==> src/inc/sed_params.svh <==
// constants of the serial eeprom erase and power-down logic and its host
`ifndef SED_PARAMS_SVH
`define SED_PARAMS_SVH
// ****************************************************************
// timing
// ****************************************************************
`define SED_CLK_NS 100
`define SED_ERASE_US 15000
`define SED_ERASE_CYC (`SED_ERASE_US * 1000 / `SED_CLK_NS)
`define SED_DP_ENTRY_NS 3000
`define SED_DP_ENTRY_CYC ((`SED_DP_ENTRY_NS + `SED_CLK_NS - 1) / `SED_CLK_NS)
`define SED_REL_NS 3000
`define SED_REL_CYC ((`SED_REL_NS + `SED_CLK_NS - 1) / `SED_CLK_NS)
`define SED_SCK_PERIOD_NS 800
`define SED_SCK_HALF_CYC (`SED_SCK_PERIOD_NS / `SED_CLK_NS / 2)
// ****************************************************************
// link commands
// ****************************************************************
`define SED_OPC_BITS 8
`define SED_OPC_WRITE_ENABLE_COMMAND 8'h06
`define SED_OPC_SECTOR_ERASE 8'hd8
`define SED_OPC_CHIP_ERASE 8'hc7
`define SED_OPC_POWER_DOWN 8'hb9
`define SED_OPC_RELEASE_SIG 8'hab
`define SED_ADDR_BYTES 2
`define SED_SIGNATURE 8'h5a
// ****************************************************************
// block protect codes
// ****************************************************************
`define SED_BP_NONE 2'h0
`define SED_BP_QUARTER 2'h1
`define SED_BP_HALF 2'h2
// ****************************************************************
// host registers
// ****************************************************************
`define SED_REG_CMD 8'h00
`define SED_REG_ADDR 8'h04
`define SED_REG_STATUS 8'h08
`define SED_REG_RXDATA 8'h0c
`define SED_CMD_OPC_LSB 0
`define SED_CMD_ABYTES_LSB 8
`define SED_CMD_RBYTES_LSB 10
`define SED_STAT_BUSY_BIT 0
`endif

==> src/inc/sed_pkg.sv <==
// types shared by the eeprom device end and the host end
package sed_pkg;
	typedef enum logic [2:0] {
		MD_STANDBY = 3'b000,
		MD_ERASE = 3'b001,
		MD_PD_ENTRY = 3'b010,
		MD_POWER_DOWN = 3'b011,
		MD_RELEASE = 3'b100
	} sed_mode_t;
	typedef enum logic [2:0] {
		HS_IDLE = 3'b000,
		HS_LEAD = 3'b001,
		HS_HIGH = 3'b010,
		HS_LOW = 3'b011,
		HS_TAIL = 3'b100,
		HS_GAP = 3'b101
	} sed_hstate_t;
endpackage
==> src/inc/sed_link_if.sv <==
// spi link between host and eeprom
`timescale 1ns/100ps
`default_nettype none
interface sed_link_if;
	logic csN;
	logic sck;
	logic si;
	logic soOut;
	logic soOe;
	wire logic soLine;
	// ****************************************************************
	// serial output wire, pulled high while released
	// ****************************************************************
	assign soLine = soOe ? soOut : 1'b1;
	modport device (input csN, input sck, input si, output soOut, output soOe);
	modport host (output csN, output sck, output si, input soLine);
endinterface
`default_nettype wire

==> src/core/sed_device.sv <==
// eeprom end: erase, deep power-down and signature commands
// Function
// - write enable command sets the latch
// - sector erase: opcode plus address bytes
// - select rise after address starts erase
// - sector erase fills sector with ones
// - busy flag set during any erase
// - protected sector erase aborts untouched
// - chip erase fills array with ones
// - select rise after opcode starts chip erase
// - chip erase ignored if any protection
// - power-down only on eight-bit framing
// - power-down settles after entry delay
// - power-down ignores all but release command
// - release command, dummy address, then signature
// - signature repeats while clocking continues
// - select rise leaves power-down after delay
// - early select rise still releases
// - no signature while erase in progress
// - protect codes: none, quarter, half, all
// - busy flag one when active, read-only
`timescale 1ns/100ps
`default_nettype none
`include "sed_params.svh"
module sed_device import sed_pkg::*; #(
	parameter int ADDR_BYTES = `SED_ADDR_BYTES,
	parameter int MEM_AW = 6,
	parameter int ERASE_CYCLES = `SED_ERASE_CYC,
	parameter int DP_CYCLES = `SED_DP_ENTRY_CYC,
	parameter int REL_CYCLES = `SED_REL_CYC,
	// arbitrary value
	parameter logic [7:0] SIGNATURE = `SED_SIGNATURE
) (
	input wire logic sys_clk,
	input wire logic rstn,
	sed_link_if.device link,
	input wire logic [1:0] blockProtect,
	input wire logic ldEn,
	input wire logic [MEM_AW-1:0] ldAddr,
	input wire logic [7:0] ldData,
	input wire logic [MEM_AW-1:0] rdAddr,
	output logic [7:0] rdData,
	output logic writeInProgress,
	output logic writeEnableLatch,
	output logic deepPowerDown
);
	localparam int AW = 8 * ADDR_BYTES;
	localparam logic [5:0] OPC_END = 6'(`SED_OPC_BITS);
	localparam logic [5:0] FRAME_END = 6'(`SED_OPC_BITS + AW);

	// true when the given 2-bit sector is write protected
	function automatic logic isProtected(input logic [1:0] bp, input logic [1:0] sector);
		logic prot;
		prot = 1'b1;
		unique case (bp)
			`SED_BP_NONE: prot = 1'b0;
			`SED_BP_QUARTER: prot = (sector == 2'h3);
			`SED_BP_HALF: prot = sector[1];
			default: prot = 1'b1;
		endcase
		return prot;
	endfunction

	// ****************************************************************
	// pin sampling
	// ****************************************************************
	logic [2:0] pinQ;
	logic [2:0] pinRise;
	logic [2:0] pinFall;
	sed_sync_edge #(.W(3), .INIT(3'h4)) u_pins (
		.sys_clk(sys_clk),
		.rstn(rstn),
		.d({link.csN, link.sck, link.si}),
		.q(pinQ),
		.rise(pinRise),
		.fall(pinFall)
	);
	wire logic csLow = ~pinQ[2];
	wire logic csRise = pinRise[2];
	wire logic csFall = pinFall[2];
	wire logic sckRise = pinRise[1];
	wire logic sckFall = pinFall[1];
	wire logic siQ = pinQ[0];

	// ****************************************************************
	// command shifter
	// ****************************************************************
	logic [5:0] bitCnt_q;
	logic [7:0] opc_q;
	logic [AW-1:0] addr_q;
	logic [2:0] outIdx_q;
	logic soBit_q;
	logic soOe_q;
	sed_mode_t mode_q;

	wire logic inOpcode = bitCnt_q < OPC_END;
	wire logic frameFull = bitCnt_q == FRAME_END;
	wire logic pastAddr = bitCnt_q >= FRAME_END;
	wire logic isRelease = opc_q == `SED_OPC_RELEASE_SIG;
	wire logic pdLike = (mode_q == MD_PD_ENTRY) || (mode_q == MD_POWER_DOWN);
	wire logic sigAllowed = (mode_q == MD_STANDBY) || pdLike;
	wire logic sigPhase = csLow && isRelease && pastAddr && sigAllowed;

	always_ff @(posedge sys_clk) begin
		if (!rstn) begin
			bitCnt_q <= 6'h00;
			opc_q <= 8'h00;
			addr_q <= '0;
		end else if (csFall) begin
			bitCnt_q <= 6'h00;
		end else if (csLow && sckRise && (bitCnt_q != 6'h3f)) begin
			// counts on past the address, so trailing clocks void an erase
			bitCnt_q <= bitCnt_q + 6'h01;
			if (inOpcode) begin
				opc_q <= {opc_q[6:0], siQ};
			end else if (!pastAddr) begin
				addr_q <= {addr_q[AW-2:0], siQ};
			end
		end
	end

	// signature bits launched on falling clock, wrapping every eight
	always_ff @(posedge sys_clk) begin
		if (!rstn) begin
			outIdx_q <= 3'h0;
			soBit_q <= 1'b0;
			soOe_q <= 1'b0;
		end else if (csFall || csRise) begin
			outIdx_q <= 3'h0;
			soOe_q <= 1'b0;
		end else if (sigPhase && sckFall) begin
			soBit_q <= SIGNATURE[3'h7 - outIdx_q];
			outIdx_q <= outIdx_q + 3'h1;
			soOe_q <= 1'b1;
		end
	end
	assign link.soOut = soBit_q;
	assign link.soOe = soOe_q;

	// ****************************************************************
	// command decode at select release
	// ****************************************************************
	logic wel_q;
	logic [31:0] timer_q;
	logic eraseAll_q;
	logic [1:0] sector_q;
	wire logic standby = mode_q == MD_STANDBY;
	wire logic opcOnly = csRise && (bitCnt_q == OPC_END);
	wire logic [1:0] addrSector = addr_q[MEM_AW-1 -: 2];
	wire logic wrenGo = opcOnly && standby && (opc_q == `SED_OPC_WRITE_ENABLE_COMMAND);
	wire logic ceGo = opcOnly && standby && wel_q && (opc_q == `SED_OPC_CHIP_ERASE)
		&& (blockProtect == `SED_BP_NONE);
	wire logic seGo = csRise && frameFull && standby && wel_q
		&& (opc_q == `SED_OPC_SECTOR_ERASE)
		&& !isProtected(blockProtect, addrSector);
	wire logic dpGo = opcOnly && standby && (opc_q == `SED_OPC_POWER_DOWN);
	wire logic relGo = csRise && pdLike && isRelease && !inOpcode;
	wire logic timerDone = timer_q == 32'h0000_0000;
	wire logic eraseDone = (mode_q == MD_ERASE) && timerDone;

	always_ff @(posedge sys_clk) begin
		if (!rstn) begin
			mode_q <= MD_STANDBY;
			timer_q <= 32'h0000_0000;
			eraseAll_q <= 1'b0;
			sector_q <= 2'h0;
		end else begin
			if (!timerDone) begin
				timer_q <= timer_q - 32'h0000_0001;
			end
			unique case (mode_q)
				MD_STANDBY: begin
					if (ceGo || seGo) begin
						mode_q <= MD_ERASE;
						timer_q <= 32'(ERASE_CYCLES - 1);
						eraseAll_q <= ceGo;
						sector_q <= addrSector;
					end else if (dpGo) begin
						mode_q <= MD_PD_ENTRY;
						timer_q <= 32'(DP_CYCLES - 1);
					end
				end
				MD_ERASE: begin
					if (timerDone) begin
						mode_q <= MD_STANDBY;
					end
				end
				MD_PD_ENTRY, MD_POWER_DOWN: begin
					if (relGo) begin
						mode_q <= MD_RELEASE;
						timer_q <= 32'(REL_CYCLES - 1);
					end else if (mode_q == MD_PD_ENTRY && timerDone) begin
						mode_q <= MD_POWER_DOWN;
					end
				end
				MD_RELEASE: begin
					if (timerDone) begin
						mode_q <= MD_STANDBY;
					end
				end
				default: mode_q <= MD_STANDBY;
			endcase
		end
	end

	// latch consumed when an erase is launched
	always_ff @(posedge sys_clk) begin
		if (!rstn) begin
			wel_q <= 1'b0;
		end else if (ceGo || seGo) begin
			wel_q <= 1'b0;
		end else if (wrenGo) begin
			wel_q <= 1'b1;
		end
	end

	// ****************************************************************
	// array
	// ****************************************************************
	logic [7:0] mem_q [2**MEM_AW];
	always_ff @(posedge sys_clk) begin
		if (ldEn) begin
			mem_q[ldAddr] <= ldData;
		end
		if (eraseDone) begin
			for (int i = 0; i < 2**MEM_AW; i++) begin
				if (eraseAll_q || (2'(i >> (MEM_AW - 2)) == sector_q)) begin
					mem_q[i] <= 8'hff;
				end
			end
		end
	end
	always_ff @(posedge sys_clk) begin
		if (!rstn) begin
			rdData <= 8'h00;
		end else begin
			rdData <= mem_q[rdAddr];
		end
	end

	assign writeInProgress = mode_q == MD_ERASE;
	assign writeEnableLatch = wel_q;
	assign deepPowerDown = mode_q == MD_POWER_DOWN;
endmodule // sed_device
`default_nettype wire

==> src/core/sed_sync_edge.sv <==
// two-stage synchroniser with edge detection
`timescale 1ns/100ps
`default_nettype none
module sed_sync_edge #(
	parameter int W = 1,
	parameter logic [W-1:0] INIT = '0
) (
	input wire logic sys_clk,
	input wire logic rstn,
	input wire logic [W-1:0] d,
	output logic [W-1:0] q,
	output logic [W-1:0] rise,
	output logic [W-1:0] fall
);
	logic [W-1:0] meta_q;
	logic [W-1:0] sync_q;
	logic [W-1:0] prev_q;
	always_ff @(posedge sys_clk) begin
		if (!rstn) begin
			meta_q <= INIT;
			sync_q <= INIT;
			prev_q <= INIT;
		end else begin
			meta_q <= d;
			sync_q <= meta_q;
			prev_q <= sync_q;
		end
	end
	assign q = sync_q;
	assign rise = sync_q & ~prev_q;
	assign fall = ~sync_q & prev_q;
endmodule // sed_sync_edge
`default_nettype wire

==> src/flat_wrapper.sv <==
// flat-port wrapper written by rule: the top's interface ports become plain ports
module sed_device_flat import sed_pkg::*;
#(
	parameter int ADDR_BYTES = `SED_ADDR_BYTES,
	parameter int MEM_AW = 6,
	parameter int ERASE_CYCLES = `SED_ERASE_CYC,
	parameter int DP_CYCLES = `SED_DP_ENTRY_CYC,
	parameter int REL_CYCLES = `SED_REL_CYC,
	                  
	parameter logic [7:0] SIGNATURE = `SED_SIGNATURE
)
  (sys_clk, rstn, blockProtect, ldEn, ldAddr, ldData, rdAddr, rdData, writeInProgress, writeEnableLatch, deepPowerDown, link_csN, link_sck, link_si, link_soOut, link_soOe);
  sed_link_if link_i ();
  input wire logic sys_clk;
  input wire logic rstn;
  input wire logic [1:0] blockProtect;
  input wire logic ldEn;
  input wire logic [MEM_AW-1:0] ldAddr;
  input wire logic [7:0] ldData;
  input wire logic [MEM_AW-1:0] rdAddr;
  output logic [7:0] rdData;
  output logic writeInProgress;
  output logic writeEnableLatch;
  output logic deepPowerDown;
  input wire logic [$bits(link_i.csN)-1:0] link_csN;
  input wire logic [$bits(link_i.sck)-1:0] link_sck;
  input wire logic [$bits(link_i.si)-1:0] link_si;
  output wire logic [$bits(link_i.soOut)-1:0] link_soOut;
  output wire logic [$bits(link_i.soOe)-1:0] link_soOe;
  assign link_i.csN = link_csN;
  assign link_i.sck = link_sck;
  assign link_i.si = link_si;
  assign link_soOut = link_i.soOut;
  assign link_soOe = link_i.soOe;
  sed_device #(.ADDR_BYTES(ADDR_BYTES), .MEM_AW(MEM_AW), .ERASE_CYCLES(ERASE_CYCLES), .DP_CYCLES(DP_CYCLES), .REL_CYCLES(REL_CYCLES), .SIGNATURE(SIGNATURE)) u_core (.sys_clk(sys_clk), .rstn(rstn), .link(link_i), .blockProtect(blockProtect), .ldEn(ldEn), .ldAddr(ldAddr), .ldData(ldData), .rdAddr(rdAddr), .rdData(rdData), .writeInProgress(writeInProgress), .writeEnableLatch(writeEnableLatch), .deepPowerDown(deepPowerDown));
endmodule
==> config.mk <==
export PLATFORM = sky130hd
export DESIGN_NAME = sed_device_flat
export DESIGN_NICKNAME = d
export VERILOG_FILES = /design/src/inc/sed_pkg.sv /design/src/inc/sed_link_if.sv /design/src/core/sed_device.sv /design/src/core/sed_sync_edge.sv /design/src/flat_wrapper.sv
export VERILOG_INCLUDE_DIRS = /design/src /design/src/inc
export SDC_FILE = /design/constraint.sdc
export NUM_CORES = 1
export LEC_CHECK = 0
export BUFFER_PORTS_ARGS = -buffer_cell sky130_fd_sc_hd__clkbuf_2
export CORE_UTILIZATION = 52
export CTS_CLUSTER_SIZE = 28
export DETAILED_ROUTE_END_ITERATION = 8
export PLACE_DENSITY_LB_ADDON = 0.12
export SLEW_MARGIN = 15
export SYNTH_ARGS = -nofsm -noshare
export SYNTH_HDL_FRONTEND = slang
export SYNTH_HIERARCHICAL = 1
export SYNTH_SLANG_ARGS = --single-unit
==> constraint.sdc <==
create_clock -name sys_clk -period 3.4 [get_ports sys_clk]
set_clock_uncertainty 0.2 [all_clocks]
set_input_delay 0.68 -clock sys_clk [delete_from_list [all_inputs] [get_ports sys_clk]]
set_output_delay 0.68 -clock sys_clk [all_outputs]
set_load 0.05 [all_outputs]
==> impl_metrics.toml, run 1 <==
[outcome]
status = "finished, final reports clean"

[cts]
postCtsSetupBuffers = 0
clock_latency_ns = 0.60
hold_buffers = 0
clkTransAtPathRegs_ns = 0.06
cts_buffers = 66
cts_tree = "done"
ctsResizeCount = 0
cts_sinks = 592
cts_buffer_depth = 3
root_buffer = "clkbuf_16"
htree_levels = 3

[hold_path]
hold_class = "in2reg"
hold_start = "link_csN"
hold_depth = 2
hold_end = "u_core/u_pins/meta_q[2]"

[routing]
met1_length_mm = 31.7
firstDrtPassIters = 7
vias = 20300
routed-wl-met2_mm = 32.8
wire_per_inst_um = 20.8
dr_wl_met3_mm = 4.92
routed.top_layer = "met5"
routed_via_density = 5.95
antenna_left = 0
wirelength_mm = 71.2
route.detailed.drc = 0
drt_iter0_drc = 2179

[critical_path]
arrival_ns = 3.52
r2r-end = "u_core/mem_q[42][0]"
worstSetupStartpointType = "flip-flop"
end_kind = "flip-flop"
crit_path_max_incr_delay_ns = 0.57
critPathMaxFanout = 54
cp_slowest_cell = "or4_1"
reg2regPathDepth = 7
path_class = "reg2reg"
r2r_setup_slack_ns = 0.22
crit_chain = "or3_1 -> or4_4 -> or4_1 -> nor3_4 -> o21ai_4 -> buf_12 -> nand3_1"
r2r_start = "u_core/timer_q[26]"
required_ns = 3.74

[die]
core_um2 = 49200
start_util_pct = 52.9
die_h_um = 226
die_w_um = 226
row_count = 81
dieArea_um2 = 50900
io_pins = 41

[run]
drv_cap = 0

[timing]
rsz0062_at_grt = "no"
hold_viol = 0
worst_pin_slew_ns = 0.906
fmax_mhz = 314
fin_crit_ns = 3.18
fin_tns_setup_ns = 0
relSlewSlack_pct = 39.6
period_share_pct = 93.6
maxSlewViolCount = 0
finalSetupViolCount = 0

[grt]
antenna_found_initial = 1
grt_use_total_pct = 28.5
grt_max_degree = 129
grt_overflow = 0
grt_pass1_wl_mm = 113
grt_pass1_vias = 19600

[final_layout]
drive_gt1_share_pct = 15.3
stdcell_count = 3417
utilization_pct = 60.1
antenna_cells = 0
areaGrowthSynthToFinish_pct = 13.5
nets = 2740

[synthesis]
syn_nets = 2730
synth_area_um2 = 26000
yosysWarnings = 6
syn_avg_cell_area_um2 = 9.64
synthCells = 2697

[power]
ir_worst_vdd_mv = 0.453
power_leakage_nw = 12.1
p_per_area_nw_per_um2 = 682

[place]
hpwl_mm = 45.5
place_congestion = 0.833
port_buffers = 40
place_inst = 3303
## routing by layer
layer / up-vias / global-route usage, %
met1: 10000 / 40.0
met2: 679 / 44.3
met4: 2 / 8.82
li1: 9477 / -
met3: 132 / 5.49
met5: - / 0
## power by group
part	internal (mW)	switching, mW	total, mW
registers	8.26	0.746	9.01
logic	1.95	2.09	4.04
clock network	4.23	2.84	7.08
## sequential cells by signal, indices dropped and copies added (netlist names)
register	flops
u_core/mem_q	512
u_core/timer_q	32
u_core/opc_q	8
u_core/rdData	8
u_core/addr_q	6
u_core/bitCnt_q	6
u_core/mode_q	3
u_core/outIdx_q	3
u_core/u_pins/meta_q	3
u_core/u_pins/q	3
u_core/sector_q	2
u_core/u_pins/prev_q	2
u_core/eraseAll_q	1
u_core/link.soOe	1
u_core/link.soOut	1
u_core/writeEnableLatch	1
## placed cells by master, fill, tap and decap left out, types with 5 or more instances in the layout
cell / instances
inv_1: 8
o21ai_0: 18
mux4_2: 140
clkbuf_8: 18
nor2b_1: 12
ha_1: 5
buf_12: 18
nand2_1: 584
nand3b_1: 7
buf_4: 109
dfxtp_1: 592
xnor2_1: 14
nand2b_1: 9
nor4b_1: 5
nor2_1: 105
clkbuf_1: 19
and2_1: 8
a221oi_1: 8
xor2_1: 23
o211ai_1: 5
or3_1: 5
nor4_1: 12
clkbuf_2: 37
a22oi_1: 8
a21oi_1: 16
nand4_1: 7
clkbuf_16: 69
nand3_1: 464
mux2i_1: 353
nor3_1: 15
## through the flow
stage / setup slack [ns] / area [µm²] / hold WS, ns / total power, mW
after global routing: 0.0724 / 29500 / 0.0592 / 21.1
after floorplan: 0.264 / 26000 / 0.186 / 12.0
after CTS: 0.231 / 29500 / 0.0403 / 20.2
final: 0.219 / 29500 / 0.0580 / 20.1
after global placement: 0.0458 / 27400 / 0.207 / 13.0
after detailed placement: 0.0615 / 27400 / 0.206 / 13.1
## worst max-delay path: cells and delay by family (launching register included)
kind	cells	cell delay, ns
buf+inv	1	0.30
simple gates	5	1.92
flops	1	0.32
compound gates	1	0.33
## worst max-delay path by stage
stage,start,endpoint,depth (start not counted)
after global placement,rdAddr[1],u_core/rdData[7],9
after CTS,u_core/timer_q[26],u_core/mem_q[43][4],7
after detailed placement,rdAddr[1],u_core/rdData[7],9
after global routing,u_core/timer_q[25],u_core/mem_q[10][5],7
after floorplan,rdAddr[0],u_core/rdData[3],7
final,u_core/timer_q[26],u_core/mem_q[42][0],7
## cell type report
type                    instances  area (µm²)
clock buffers                 105        2030
clock inverters                 9         105
fillers                      4147       19600
inverters                       8        30.0
multi-input cells            1873       13300
flip-flops and latches        592       11900
well taps                     664         831
repair buffers                166        1390
Power figures use the tool's default switching activity.
==> inputs of run 2 (changes only) <==
--- a/config.mk
+++ b/config.mk
@@ -6,11 +6,13 @@
 export SDC_FILE = /design/constraint.sdc
 export NUM_CORES = 1
 export LEC_CHECK = 0
+export ABC_AREA = 1
 export BUFFER_PORTS_ARGS = -buffer_cell sky130_fd_sc_hd__clkbuf_2
 export CORE_UTILIZATION = 52
 export CTS_CLUSTER_SIZE = 28
 export DETAILED_ROUTE_END_ITERATION = 8
 export PLACE_DENSITY_LB_ADDON = 0.12
+export SKIP_LAST_GASP = 1
 export SLEW_MARGIN = 15
 export SYNTH_ARGS = -nofsm -noshare
 export SYNTH_HDL_FRONTEND = slang
==> run 2 against run 1 <==
  * Synthesized cell count is 57% higher
  * Design area is 5.0% higher
  * Final cell count is 41% higher
  * Wire length is 26% higher
  * Power is 15% higher
  * Clock-buffer cell count is 11 lower
  * Synthesized area is 9.3% higher
  * Sequential share of layout area is 1.9 points lower
  * Combinational power is 50% higher
  * Sequential cell count stayed put
  * Non-clock buffer count is 43 lower
  * Largest cell class unchanged
  * Largest power group unchanged
  * Highest routed layer unchanged
==> impl_metrics.toml, run 2 <==
[timing]
period_share_pct = 81.7
timing.hold.ws_ns = 0.0533
finalSetupViolCount = 0
maxSlewViolCount = 0
relSlewSlack_pct = 27.9
worst_pin_slew_ns = 1.08
fin_crit_ns = 2.78
fin_tns_setup_ns = 0
fmax_mhz = 360
hold_viol = 0
rsz0062_at_grt = "no"

[synthesis]
synthCells = 4225
syn_avg_cell_area_um2 = 6.73
syn_nets = 4258
yosysWarnings = 6
synth_area_um2 = 28400

[final_layout]
layout_common_cells = "nand2_1 (1,314), nand3_1 (1,258), dfxtp_1 (592)"
drive_gt1_share_pct = 6.89
areaGrowthSynthToFinish_pct = 9.03
largest_reg_flops = 512
nets = 4112
top_register = "u_core/mem_q"
reg.largest.list = "u_core/mem_q: 512 flops, u_core/timer_q: 32 flops"
stdcell_count = 4817
final_common_cell = "nand2_1"

[grt]
grt_pass1_vias = 25400
antenna_found_initial = 3
grt_pass1_wl_mm = 143
grt_use_total_pct = 31.7
grt_max_degree = 129
grt_overflow = 0

[routing]
routed_via_density = 5.87
wirelength_mm = 89.7
route.detailed.drc = 0
firstDrtPassIters = 5
drt_iter0_drc = 3189
vias = 28300
antenna_left = 0
wire_per_inst_um = 18.6

[critical_path]
cp_slowest_cell = "nor4_4"
r2r-end = "u_core/mem_q[53][0]"
cp_top_family = "simple AND/OR/NAND/NOR gates"
end_kind = "flip-flop"
worstSetupStartpointType = "flip-flop"
r2r_setup_slack_ns = 0.62
crit_path_max_incr_delay_ns = 0.46
required_ns = 3.74
reg2regPathDepth = 11
r2r_start = "u_core/timer_q[0]"
arrival_ns = 3.12
path_common_cell = "nand2_1"
critPathMaxFanout = 28
worst-path-buf-inv = 3
crit_chain = "inv_1 -> ha_1 -> nand2_1 -> nor2_1 -> nand2_1 -> nor2_2 -> inv_2 -> nor4_4 -> nand2_4 -> buf_4 -> nand3_1"
critical_path_depth = 11
path_class = "reg2reg"

[place]
place_inst = 4706
port_buffers = 40
place_congestion = 0.879
hpwl_mm = 51.8

[die]
dieArea_um2 = 55600
core_um2 = 53900
start_util_pct = 52.7
io_pins = 41
die_w_um = 236
row_count = 85
die_h_um = 236

[hold_path]
hold_end = "u_core/u_pins/meta_q[2]"
hold_depth = 3
hold_start = "link_csN"
hold_class = "in2reg"

[power]
power_leakage_nw = 14.3
p_per_area_nw_per_um2 = 745
ir_worst_vdd_mv = 0.652

[cts]
cts_buffer_depth = 3
clkTransAtPathRegs_ns = 0.06
cts_buffers = 67
hold_buffers = 0
ctsResizeCount = 0
cts_sinks = 592
clock_latency_ns = 0.61
postCtsSetupBuffers = 0
cts_tree = "done"
root_buffer = "clkbuf_16"
htree_levels = 3

[run]
drv_cap = 0

[outcome]
status = "finished, final reports clean"
==> run 2: cell count changes in the layout (fill, tap and decap cells not counted), moves of 35 or more <==
cell / previous run / this run
nand3_1: 464 / 1258
nand2_1: 584 / 1314
mux2i_1: 353 / 0
nor2_1: 105 / 187
o21ai_0: 18 / 257
inv_1: 8 / 95
a21oi_1: 16 / 51
buf_4: 109 / 60
mux4_2: 140 / 0
==> run 2: worst reg2reg max path, stage by stage, from the launching register on <==
cell	delay, ns
dfxtp_1	0.33
inv_1	0.16
ha_1	0.21
nand2_1	0.06
nor2_1	0.10
nand2_1	0.07
nor2_2	0.14
inv_2	0.07
nor4_4	0.46
nand2_4	0.41
buf_4	0.41
nand3_1	0.10
==> run 2: worst max-delay path by stage <==
| stage | startpoint | end | slack, ns |
|---|---|---|---|
| 2_1_floorplan | u_core/mode_q[1] | deepPowerDown | 1.0 |
| 3_3_place_gp | ldAddr[2] | u_core/mem_q[12][7] | 0.58 |
| 3_5_place_dp | ldAddr[2] | u_core/mem_q[12][4] | 0.55 |
| 4_1_cts | u_core/timer_q[0] | u_core/mem_q[53][0] | 0.61 |
| 5_1_grt | u_core/timer_q[0] | u_core/mem_q[53][0] | 0.43 |
| 6_report | u_core/timer_q[0] | u_core/mem_q[53][0] | 0.62 |
==> run 2: routing by layer <==
metal | track usage [%] | part of all wire (%) | vias up
met1 | 45.3 | 44 | 13200
met2 | 48.4 | 44 | 1145
met3 | 5.04 | 8.2 | 184
met4 | 10.6 | 2.9 | 2
met5 | 0 | 0.014 | -
li1 | - | - | 13700
==> run 2: area by class of cell <==
type	count	area (µm²)
clock inverters	16	164
well taps	696	871
fillers	5314	22900
flip-flops and latches	592	11900
multi-input cells	3182	14500
repair buffers	123	1190
diodes	1	2.50
inverters	113	439
clock buffers	94	1980
==> run 2: where the power goes <==
part | total [mW] | switching (mW) | internal (mW)
Clock | 7.19 | 2.92 | 4.27
Sequential | 9.82 | 0.989 | 8.83
Combinational | 6.07 | 3.74 | 2.32
Total | 23.1 | 7.65 | 15.4
==> run 2: per-stage QoR <==
step                      instance area (µm²)  util (%)  total power, mW  worst slack [ns]
after floorplan                         28400         -             14.4             0.999
after global placement                  28800      53.5             15.8             0.583
after global routing                    31000      57.5             24.5             0.430
after detailed placement                28800      53.5             15.9             0.545
final                                   31000      57.5             23.1             0.621
after CTS                               31000      57.5             23.1             0.609
